**src/common/ctps_defs.vh**
```
// Purpose: constants for the camera trigger pulse system
// Assumes: 50 MHz system clock, byte-free word register port
// Notes:   offsets are word indices on the plain register port
`ifndef CTPS_DEFS_VH
`define CTPS_DEFS_VH

`define CTPS_CLK_HZ        50000000
`define CTPS_CYC_PER_US    (`CTPS_CLK_HZ / 1000000)

// Register indices
`define CTPS_R_CTRL        5'h00
`define CTPS_R_SRCSEL      5'h01
`define CTPS_R_SWTRIG      5'h02
`define CTPS_R_GENPER      5'h03
`define CTPS_R_SPACING     5'h04
`define CTPS_R_SEQCNT      5'h05
`define CTPS_R_DEBOUNCE    5'h06
`define CTPS_R_ROUTE       5'h07
`define CTPS_R_STATUS      5'h08
`define CTPS_R_QLEVEL      5'h09
`define CTPS_R_FLOSS       5'h0a
`define CTPS_R_WIDTH0      5'h10
`define CTPS_R_DELAY0      5'h14
`define CTPS_R_DOWN0       5'h18
`define CTPS_R_INCNT0      5'h1c

// Control bit positions
`define CTPS_C_RUN         0
`define CTPS_C_SSTOP       1
`define CTPS_C_QEN         2
`define CTPS_C_SEQEN       3
`define CTPS_C_BYPASS      4
`define CTPS_C_POL         5

// Source select codes
`define CTPS_SRC_EXT       2'h0
`define CTPS_SRC_GEN       2'h1
`define CTPS_SRC_SW        2'h2

// Status bit positions
`define CTPS_S_QOVF        0
`define CTPS_S_WERR        1
`define CTPS_S_FLOSS       2

// Reset values and limits
`define CTPS_RST_GENPER    32'h0007a120
`define CTPS_RST_SPACING   32'h00000032
`define CTPS_RST_DEBOUNCE  16'h0032
`define CTPS_RST_WIDTH     16'h00c8
`define CTPS_QDEPTH        2000
`define CTPS_SEQ_MAX       65000
`define CTPS_FRAME_TMO     32'h02faf080

`endif

```
**src/hdl/ctps_trigger.v**
```verilog
// Purpose: trigger generation, queueing, rate valve and four pulse shapers
// Assumes: inputs synchronous to clk; register port with read data one cycle later
// Notes:   camera frame arrival is a one-cycle pulse on frame_seen
`timescale 1ns/1ps
`include "ctps_defs.vh"

module ctps_trigger #(
  parameter NUM_IN   = 4,
  parameter NUM_OUT  = 10,
  parameter NUM_CAM  = 1,
  parameter QDEPTH   = `CTPS_QDEPTH,
  parameter FRAME_TMO = `CTPS_FRAME_TMO
) (
  input  wire                clk,
  input  wire                resetn,
  input  wire [4:0]          reg_addr,
  input  wire [31:0]         reg_wdata,
  input  wire                reg_wr,
  input  wire                reg_rd,
  output reg  [31:0]         reg_rdata,
  input  wire [NUM_IN-1:0]   trig_in,
  input  wire                frame_seen,
  output wire [NUM_OUT-1:0]  dig_out,
  output wire [NUM_CAM-1:0]  cam_trig,
  output wire                frame_lost
);

  localparam QW = 11;
  localparam ST_IDLE = 3'b001;
  localparam ST_RUN  = 3'b010;
  localparam ST_STOP = 3'b100;

  ////////////////////////////////////////////////////////////////////////////
  // Software registers
  reg  [5:0]  ctrl_q;
  reg  [1:0]  trigger_source_select;
  reg  [31:0] gen_period_q;
  reg  [31:0] spacing_q;
  reg  [15:0] seq_count_q;
  reg  [15:0] debounce_q;
  reg  [31:0] route_q;
  reg  [15:0] shaper_pulse_width [0:3];
  reg  [15:0] delay_us_q [0:3];
  reg  [15:0] down_q [0:3];
  reg  [2:0]  status_q;
  reg  [31:0] floss_cnt_q;
  reg         sw_pulse;
  wire [31:0] in_cnt [0:NUM_IN-1];
  wire [3:0]  shp_out;
  wire [NUM_IN-1:0] deb;
  wire        run = ctrl_q[`CTPS_C_RUN];
  reg  [2:0]  trigger_run_control;
  reg  [QW-1:0] q_level_q;
  reg         werr_set;
  reg         qovf_set;
  reg         floss_set;
  wire        enable_out;

  // Width check: width in microseconds against generator period in clock cycles
  function width_bad;
    input [15:0] w_us;
    input [31:0] per_cyc;
    begin
      width_bad = ({16'h0000, w_us} * `CTPS_CYC_PER_US) > per_cyc;
    end
  endfunction

  // Register writes and sticky status
  integer i;
  always @(posedge clk or negedge resetn) begin
    if (!resetn) begin
      ctrl_q <= 6'h00;
      trigger_source_select <= `CTPS_SRC_EXT;
      gen_period_q <= `CTPS_RST_GENPER;
      spacing_q <= `CTPS_RST_SPACING;
      seq_count_q <= 16'h0001;
      debounce_q <= `CTPS_RST_DEBOUNCE;
      route_q <= 32'h00000000;
      sw_pulse <= 1'b0;
      for (i = 0; i < 4; i = i + 1) begin
        shaper_pulse_width[i] <= `CTPS_RST_WIDTH;
        delay_us_q[i] <= 16'h0000;
        down_q[i] <= 16'h0000;
      end
    end else begin
      sw_pulse <= 1'b0;
      if (reg_wr) begin
        case (reg_addr)
          `CTPS_R_CTRL:     ctrl_q <= reg_wdata[5:0];
          `CTPS_R_SRCSEL:   trigger_source_select <= reg_wdata[1:0];
          `CTPS_R_SWTRIG:   sw_pulse <= reg_wdata[0];
          `CTPS_R_GENPER:   gen_period_q <= reg_wdata;
          `CTPS_R_SPACING:  spacing_q <= reg_wdata;
          `CTPS_R_SEQCNT:   seq_count_q <= (reg_wdata[15:0] > 16'hfde8) ?
                                           16'hfde8 : reg_wdata[15:0];
          `CTPS_R_DEBOUNCE: debounce_q <= reg_wdata[15:0];
          `CTPS_R_ROUTE:    route_q <= reg_wdata;
          default: begin
            // width in us, reject too long
            if (reg_addr[4:2] == 3'b100 &&
                !width_bad(reg_wdata[15:0], gen_period_q))
              shaper_pulse_width[reg_addr[1:0]] <= reg_wdata[15:0];
            if (reg_addr[4:2] == 3'b101)
              delay_us_q[reg_addr[1:0]] <= reg_wdata[15:0];
            if (reg_addr[4:2] == 3'b110)
              down_q[reg_addr[1:0]] <= reg_wdata[15:0];
          end
        endcase
      end
    end
  end

  always @* begin
    werr_set = reg_wr && reg_addr[4:2] == 3'b100 && width_bad(reg_wdata[15:0], gen_period_q);
  end

  // Sticky status, set wins over clear-on-write
  always @(posedge clk or negedge resetn) begin
    if (!resetn)
      status_q <= 3'b000;
    else begin
      if (reg_wr && reg_addr == `CTPS_R_STATUS)
        status_q <= status_q & ~reg_wdata[2:0];
      if (qovf_set)
        status_q[`CTPS_S_QOVF] <= 1'b1;
      if (werr_set)
        status_q[`CTPS_S_WERR] <= 1'b1;
      if (floss_set)
        status_q[`CTPS_S_FLOSS] <= 1'b1;
    end
  end

  // Read mux, data one cycle after strobe
  always @(posedge clk or negedge resetn) begin
    if (!resetn)
      reg_rdata <= 32'h00000000;
    else if (reg_rd) begin
      case (reg_addr)
        `CTPS_R_CTRL:     reg_rdata <= {26'h0, ctrl_q};
        `CTPS_R_SRCSEL:   reg_rdata <= {30'h0, trigger_source_select};
        `CTPS_R_GENPER:   reg_rdata <= gen_period_q;
        `CTPS_R_SPACING:  reg_rdata <= spacing_q;
        `CTPS_R_SEQCNT:   reg_rdata <= {16'h0, seq_count_q};
        `CTPS_R_DEBOUNCE: reg_rdata <= {16'h0, debounce_q};
        `CTPS_R_ROUTE:    reg_rdata <= route_q;
        `CTPS_R_STATUS:   reg_rdata <= {21'h0, trigger_run_control, shp_out, 1'b0, status_q};
        `CTPS_R_QLEVEL:   reg_rdata <= {21'h0, q_level_q};
        `CTPS_R_FLOSS:    reg_rdata <= floss_cnt_q;
        default: begin
          case (reg_addr[4:2])
            3'b100:  reg_rdata <= {16'h0, shaper_pulse_width[reg_addr[1:0]]};
            3'b101:  reg_rdata <= {16'h0, delay_us_q[reg_addr[1:0]]};
            3'b110:  reg_rdata <= {16'h0, down_q[reg_addr[1:0]]};
            3'b111:  reg_rdata <= in_cnt[reg_addr[1:0]];
            default: reg_rdata <= 32'h00000000;
          endcase
        end
      endcase
    end
  end

  ////////////////////////////////////////////////////////////////////////////
  // Input stage: debounce, edge, count
  wire [NUM_IN-1:0] fall_ev;
  genvar g;
  generate
    for (g = 0; g < NUM_IN; g = g + 1) begin : g_in
      reg [15:0] db_cnt_q;
      reg        db_q;
      reg        db_d1_q;
      reg [31:0] pcnt_q;
      wire       lvl = trig_in[g] ^ ctrl_q[`CTPS_C_POL];
      always @(posedge clk or negedge resetn) begin
        if (!resetn) begin
          db_cnt_q <= 16'h0000;
          db_q <= 1'b0;
          db_d1_q <= 1'b0;
          pcnt_q <= 32'h00000000;
        end else begin
          db_d1_q <= db_q;
          if (lvl == db_q)
            db_cnt_q <= 16'h0000;
          else if (db_cnt_q >= debounce_q) begin
            db_q <= lvl;
            db_cnt_q <= 16'h0000;
          end else
            db_cnt_q <= db_cnt_q + 16'h0001;
          if (db_q && !db_d1_q)
            pcnt_q <= pcnt_q + 32'h00000001;
        end
      end
      assign deb[g] = db_q;
      assign in_cnt[g] = pcnt_q;
      assign fall_ev[g] = db_q && !db_d1_q;
    end
  endgenerate

  ////////////////////////////////////////////////////////////////////////////
  // Frequency generator
  reg [31:0] gen_cnt_q;
  wire gen_pulse = run && (gen_cnt_q == 32'h0);
  always @(posedge clk or negedge resetn) begin
    if (!resetn)
      gen_cnt_q <= 32'h0;
    else if (!run || gen_cnt_q >= gen_period_q - 32'h1)
      gen_cnt_q <= 32'h0;
    else
      gen_cnt_q <= gen_cnt_q + 32'h1;
  end

  reg src_pulse;
  always @* begin
    case (trigger_source_select)
      `CTPS_SRC_EXT: src_pulse = fall_ev[route_q[25:24]];
      `CTPS_SRC_GEN: src_pulse = gen_pulse;
      `CTPS_SRC_SW:  src_pulse = sw_pulse;
      default:       src_pulse = 1'b0;
    endcase
  end

  ////////////////////////////////////////////////////////////////////////////
  // Sequencer, queue and valve
  reg  [31:0] space_q;
  reg  [15:0] seq_left_q;
  wire valve_open = (space_q == 32'h0);
  wire seq_busy = (seq_left_q != 16'h0);
  wire pend = (q_level_q != {QW{1'b0}}) || seq_busy;
  wire accept = run && enable_out && valve_open && (pend || src_pulse);
  wire in_now = run && src_pulse && !(valve_open && !pend);
  wire qpush = in_now && ctrl_q[`CTPS_C_QEN] && (q_level_q < QDEPTH[QW-1:0]);
  always @* begin
    qovf_set = in_now && ctrl_q[`CTPS_C_QEN] && (q_level_q >= QDEPTH[QW-1:0]);
  end
  wire qpop = accept && !seq_busy && (q_level_q != {QW{1'b0}});
  wire seq_mul = ctrl_q[`CTPS_C_SEQEN] && (seq_count_q > 16'h1);

  always @(posedge clk or negedge resetn) begin
    if (!resetn) begin
      space_q <= 32'h0;
      q_level_q <= {QW{1'b0}};
      seq_left_q <= 16'h0;
    end else begin
      if (accept)
        space_q <= spacing_q;
      else if (space_q != 32'h0)
        space_q <= space_q - 32'h1;
      // queue count, drop when queue off
      q_level_q <= q_level_q + {{(QW-1){1'b0}}, qpush} - {{(QW-1){1'b0}}, qpop};
      if (accept && seq_busy)
        seq_left_q <= seq_left_q - 16'h1;
      else if (accept && seq_mul)
        seq_left_q <= seq_count_q - 16'h1;
      if (!run)
        seq_left_q <= 16'h0;
    end
  end

  ////////////////////////////////////////////////////////////////////////////
  // Run control with synchronous stop
  wire any_active;
  always @(posedge clk or negedge resetn) begin
    if (!resetn)
      trigger_run_control <= ST_IDLE;
    else begin
      case (trigger_run_control)
        ST_IDLE: if (run && !ctrl_q[`CTPS_C_SSTOP]) trigger_run_control <= ST_RUN;
        ST_RUN:  if (!run || ctrl_q[`CTPS_C_SSTOP]) trigger_run_control <= ST_STOP;
        ST_STOP: if (!any_active) trigger_run_control <= ST_IDLE;
        default: trigger_run_control <= ST_IDLE;
      endcase
    end
  end
  assign enable_out = (trigger_run_control == ST_RUN);

  ////////////////////////////////////////////////////////////////////////////
  // Four pulse shapers
  wire [3:0] busy;
  generate
    for (g = 0; g < 4; g = g + 1) begin : g_shp
      reg [15:0] dcnt_q;
      reg [31:0] dly_q;
      reg [31:0] wid_q;
      reg        out_q;
      reg        armed_q;
      wire [31:0] wcyc = {16'h0, shaper_pulse_width[g]} * `CTPS_CYC_PER_US;
      wire [31:0] dcyc = {16'h0, delay_us_q[g]} * `CTPS_CYC_PER_US;
      always @(posedge clk or negedge resetn) begin
        if (!resetn) begin
          dcnt_q <= 16'h0;
          dly_q <= 32'h0;
          wid_q <= 32'h0;
          out_q <= 1'b0;
          armed_q <= 1'b0;
        end else begin
          if (accept && !armed_q && !out_q) begin
            if (dcnt_q >= down_q[g]) begin
              dcnt_q <= 16'h0;
              armed_q <= 1'b1;
              dly_q <= dcyc;
            end else
              dcnt_q <= dcnt_q + 16'h1;
          end else if (armed_q) begin
            if (dly_q == 32'h0) begin
              armed_q <= 1'b0;
              out_q <= 1'b1;
              wid_q <= (wcyc == 32'h0) ? 32'h1 : wcyc;
            end else
              dly_q <= dly_q - 32'h1;
          end else if (out_q) begin
            if (wid_q <= 32'h1)
              out_q <= 1'b0;
            wid_q <= wid_q - 32'h1;
          end
        end
      end
      assign shp_out[g] = out_q;
      assign busy[g] = out_q || armed_q;
    end
  endgenerate
  assign any_active = |busy;

  ////////////////////////////////////////////////////////////////////////////
  // Output routing
  // bypass keeps input shape
  wire [3:0] src_sig = ctrl_q[`CTPS_C_BYPASS] ? {4{deb[route_q[25:24]]}} : shp_out;
  integer k;
  reg [NUM_OUT-1:0] dig_q;
  reg [NUM_CAM-1:0] cam_q;
  always @(posedge clk or negedge resetn) begin
    if (!resetn) begin
      dig_q <= {NUM_OUT{1'b0}};
      cam_q <= {NUM_CAM{1'b0}};
    end else begin
      for (k = 0; k < NUM_OUT; k = k + 1)
        dig_q[k] <= src_sig[route_q[(2*k)%20 +: 2]];
      for (k = 0; k < NUM_CAM; k = k + 1)
        cam_q[k] <= src_sig[route_q[21:20]];
    end
  end
  assign dig_out = dig_q;
  assign cam_trig = cam_q;

  ////////////////////////////////////////////////////////////////////////////
  // Frame loss watchdog
  reg [31:0] wd_q;
  reg        cam_d1_q;
  reg        lost_q;
  always @* floss_set = (wd_q == 32'h1) && !frame_seen;
  always @(posedge clk or negedge resetn) begin
    if (!resetn) begin
      wd_q <= 32'h0;
      cam_d1_q <= 1'b0;
      lost_q <= 1'b0;
      floss_cnt_q <= 32'h0;
    end else begin
      cam_d1_q <= cam_q[0];
      lost_q <= floss_set;
      if (frame_seen)
        wd_q <= 32'h0;
      else if (cam_q[0] && !cam_d1_q && wd_q == 32'h0)
        wd_q <= FRAME_TMO;
      else if (wd_q != 32'h0)
        wd_q <= wd_q - 32'h1;
      if (floss_set)
        floss_cnt_q <= floss_cnt_q + 32'h1;
    end
  end
  assign frame_lost = lost_q;

endmodule

```
**config.mk**
```make
export PLATFORM = sky130hd
export DESIGN_NAME = ctps_trigger
export DESIGN_NICKNAME = d
export VERILOG_FILES = /design/src/hdl/ctps_trigger.v
export VERILOG_INCLUDE_DIRS = /design/src /design/src/common
export SDC_FILE = /design/constraint.sdc
export NUM_CORES = 2
export LEC_CHECK = 0
export ABC_AREA = 1
export BUFFER_PORTS_ARGS = -buffer_cell sky130_fd_sc_hd__buf_2
export CAP_MARGIN = 20
export CORE_ASPECT_RATIO = 1.25
export CORE_MARGIN = 10
export CORE_UTILIZATION = 55
export CTS_BUF_LIST = sky130_fd_sc_hd__clkbuf_2
export DETAILED_ROUTE_END_ITERATION = 10
export PLACE_DENSITY_LB_ADDON = 0.25
export SLEW_MARGIN = 0
export SYNTH_ARGS = -nofsm -noshare
export SYNTH_HDL_FRONTEND = slang
export SYNTH_SLANG_ARGS = --single-unit
```
**constraint.sdc**
```tcl
create_clock -name clk -period 4.4 [get_ports clk]
set_input_delay 0.88 -clock clk [delete_from_list [all_inputs] [get_ports clk]]
set_output_delay 0.88 -clock clk [all_outputs]
set_load 0.02 [all_outputs]
```
==> flow_metrics.py <==
metrics = {
    "outcome": {
        "outcome": "completed",
    },
    "final_layout": {
        "fill_cells": 13194,
        "final_net_count": 11956,
        "most_common_cell_after_layout_fill_and_taps_aside": "sky130_fd_sc_hd__nand2_1",
        "final_cell_mix": "sky130_fd_sc_hd__nand2_1, sky130_fd_sc_hd__inv_1, sky130_fd_sc_hd__dfrtp_1, sky130_fd_sc_hd__nor2_1, sky130_fd_sc_hd__ha_1",
        "drive_gt1_share_pct": 7.983,
        "area_growth_syn_to_layout_pct": 9.085,
    },
    "timing": {
        "holdWs_ps": 112.4,
        "timing.final.crit_period_ps": 4324,
        "final-max-slew-violation-count": 0,
        "timing.clock.skew_ps": 236.9,
        "timing.max_slew.rel_slack_pct": 12.24,
        "min_period_over_period_pct": 98.28,
        "setup_viol": 0,
        "fmax_ghz": 0.2312,
        "fin_setup_tns_ps": 0,
        "hold_viol_final": 0,
        "max_slew.worst_pin.slew_ps": 1316,
    },
    "floorplanning": {
        "fp.dieH_um": 444.1,
        "floorplan.core_area_sq_mm": 0.1429,
        "floorplan.io_pins": 90,
        "floorplan.die.width_um": 359.3,
        "placement_rows": 155,
        "dieArea_sq_mm": 0.1595,
        "initial_core_util_pct": 55.36,
    },
    "routing": {
        "drt-pass1-iter-count": 10,
        "wirelength_mm": 254.7,
        "drt_drc_violations_left": 0,
        "vias_per_cell": 5.644,
        "wl_per_cell_um": 19.31,
        "detail_route.iter0.violations": 6469,
        "vias": 74451,
        "ant_nets": 0,
    },
    "critical_path": {
        "slowest_stage": "sky130_fd_sc_hd__dlygate4sd3_1",
        "cp-start-kind": "input port",
        "critPathArrivalTime_ps": 5940,
        "slowest_delay_ps": 630,
        "required_time_worst_endpoint_ps": 6010,
        "worstPathCellList": "dlygate4sd3_1 -> buf_2 -> dlygate4sd3_1 -> buf_4 -> ha_1 -> ha_1 -> ha_1 -> ha_1 -> buf_4 -> nand2_1 -> o21ai_0 -> o21bai_1 -> xor2_1 -> inv_1 -> ha_1 -> nand2_2 -> nor4_4 -> nand4_1 -> nand2_4 -> buf_12 -> nand3_2 -> buf_6 -> nand2_1 -> nand2_1",
        "path_common_cell": "sky130_fd_sc_hd__ha_1",
        "cp-end-kind": "flop",
        "critPathTopFamily": "buffers and inverters",
        "critPathKind": "in -> reg",
        "critical_path.max_fanout": 8,
        "number_of_buffers_and_inverters_on_the_critical_path": 8,
    },
    "yosys": {
        "synth-seq-area-share_pct": 33.66,
        "syn_area_sq_mm": 0.07913,
        "synth.ff_latch_count": 1063,
        "syn_nets": 11534,
        "postSynthCellCount": 10672,
        "yosys_warnings": 0,
        "synth-async-reset-ratio_pct": 100.0,
        "number_of_enable_flip_flop_cells_after_synthesis": 0,
        "synth_ff_type": "sky130_fd_sc_hd__dfrtp_1",
        "synthesis.area_per_instance_sq_um": 7.415,
        "synth.distinct_cells": 71,
    },
    "run": {
        "timing.max_cap.violations": 0,
    },
    "cts": {
        "cts_tree": "done",
        "clkTransAtPathRegs_ps": 110,
        "h-tree-depth": 5,
        "clk_sinks": 1063,
        "clk_path_buf_depth": 4,
        "clk_root_buffer_cell": "sky130_fd_sc_hd__clkbuf_2",
        "clock_latency_ps": 1930,
        "cts_buffers": 303,
    },
    "power_and_ir_drop": {
        "leakage_uw": 0.04669,
        "irDropWorstVdd_v": 0.0002919,
        "powerDensity_mw_per_mm2": 403.3,
    },
    "grt": {
        "grt_busiest_layer": "met2",
        "gr-usage-met1_pct": 36.77,
        "grt_antenna_before_repair": 14,
        "grt_util_met3_pct": 7.078,
        "global_route_track_usage_on_met2_pct": 51.28,
        "grt_max_degree": 120,
        "gr-total-overflow": 0,
        "first_global_vias": 73122,
        "grt_first_pass_wirelength_mm": 398.5,
        "global_route.usage.total_pct": 31.07,
    },
    "placement": {
        "port-buffer-count": 89,
        "detailedPlacementHpwl_mm": 193.2,
        "globalplace.congestion": 0.9752,
    },
    "min_path": {
        "worst_hold_path_type": "in -> reg",
    },
}
## metal layers
layer | share of wire, % | up-vias
met5 | 0.032 | -
met4 | 6.7 | 8
met3 | 7.8 | 793
met2 | 46 | 2748
met1 | 39 | 35274
li1 | - | 35628
## power breakdown
group / total, uW / switching, uW / internal (uW) / leakage, uW
Combinational: 14900 / 9600 / 5340 / 0.0305
Clock: 7300 / 4520 / 2780 / 0.00199
Sequential: 12600 / 1560 / 11000 / 0.0142
## cells by family after synthesis
group	after synthesis	synth area share [%]
AND/OR/NAND/NOR	4804	25.81
XOR/XNOR	625	6.917
AO/OA/AOI/OAI	1479	10.62
adder cells (fa/ha/maj)	816	13.85
buffers and inverters	1885	9.150
flip-flops	1063	33.66
## worst min-delay path, delay by kind of cell
kind / cells / cell delay (ps)
buffers and inverters: 3 / 910
and+or+nand+nor: 2 / 130
## path summary, 6_finish.rpt
check	startpoint	to	slack, ps	cells after the start
max	reg_wdata[12]	shaper_pulse_width[48]	80	24
min reg2reg	g_in[0].db_q	g_in[0].db_d1_q	440	0
max reg2reg	gen_period_q[1]	gen_cnt_q[24]	300	21
min in group asynchronous	resetn	ctrl_q[4]	330	4
max in group asynchronous	resetn	g_shp[2].dly_q[23]	3210	4
min	reg_wdata[8]	shaper_pulse_width[24]	110	5
## synthesized netlist by cell type (23+ instances only)
master / count / area (sq um)
sky130_fd_sc_hd__ha_1: 716 / 8959
sky130_fd_sc_hd__fa_1: 100 / 2002
sky130_fd_sc_hd__nor2_1: 1036 / 3889
sky130_fd_sc_hd__nand4_1: 286 / 1789
sky130_fd_sc_hd__xnor2_1: 172 / 1506
sky130_fd_sc_hd__a31oi_1: 29 / 181.4
sky130_fd_sc_hd__a221oi_1: 27 / 236.5
sky130_fd_sc_hd__a21o_1: 31 / 232.7
sky130_fd_sc_hd__nand3_1: 479 / 2397
sky130_fd_sc_hd__dfstp_2: 27 / 709.4
sky130_fd_sc_hd__a22oi_1: 82 / 615.6
sky130_fd_sc_hd__o21ai_0: 626 / 3133
sky130_fd_sc_hd__clkbuf_1: 196 / 735.7
sky130_fd_sc_hd__xor2_1: 453 / 3968
sky130_fd_sc_hd__inv_1: 1603 / 6017
sky130_fd_sc_hd__buf_2: 30 / 150.1
sky130_fd_sc_hd__a21oi_1: 398 / 1992
sky130_fd_sc_hd__nand2_1: 2591 / 9726
sky130_fd_sc_hd__nor4_1: 64 / 400.4
sky130_fd_sc_hd__nand3b_1: 23 / 172.7
sky130_fd_sc_hd__dfrtp_1: 1036 / 25920
sky130_fd_sc_hd__o22ai_1: 154 / 963.4
sky130_fd_sc_hd__nor3_1: 220 / 1101
## per-stage QoR
step | util [%] | setup WS (ps) | std cells | total power (uW) | area [sq um]
6_report | 60.39 | 75.64 | 13191 | 34810 | 86320
5_1_grt | 60.37 | -5.209 | 13179 | 37670 | 86290
4_1_cts | 60.25 | 19.37 | 13166 | 34730 | 86120
3_5_place_dp | 57.86 | -1085 | 12580 | 27270 | 82700
3_3_place_gp | 57.82 | -947.9 | 12578 | 26920 | 82650
2_1_floorplan | - | -517.0 | 10672 | 22690 | 79320
## registers in the layout (all words and copies together) (netlist names), 6 cells and up
register and count:
g_in.pcnt_q 128, g_shp.dly_q 128, g_shp.wid_q 128, delay_us_q 64, down_q 64, g_in.db_cnt_q 64, g_shp.dcnt_q 64, shaper_pulse_width 64
floss_cnt_q 32, gen_cnt_q 32, gen_period_q 32, reg_rdata 32, route_q 32, space_q 32, spacing_q 32, wd_q 32
debounce_q 16, seq_count_q 16, seq_left_q 16, q_level_q 11, dig_out 10, ctrl_q 6
## what timing repair did
item	CTS	global route
gates resized for setup	0	27
hold buffers	89	0
setup endpoints to repair	0	96
buffers inserted	0	4
endpoints found under the hold margin	1541	0
## layout make-up
class	instances	area (sq um)	area share, %
Antenna cell	21	52.55	0.06088
Clock buffer	434	2172	2.516
Clock inverter	63	331.6	0.3841
Inverter	1621	6097	7.063
Multi-Input combinational cell	7724	45460	52.67
Sequential cell	1063	26630	30.85
Tap cell	1884	2357	2.731
Timing Repair Buffer	381	3214	3.724
Note: power is estimated with default switching activity, not from simulation.
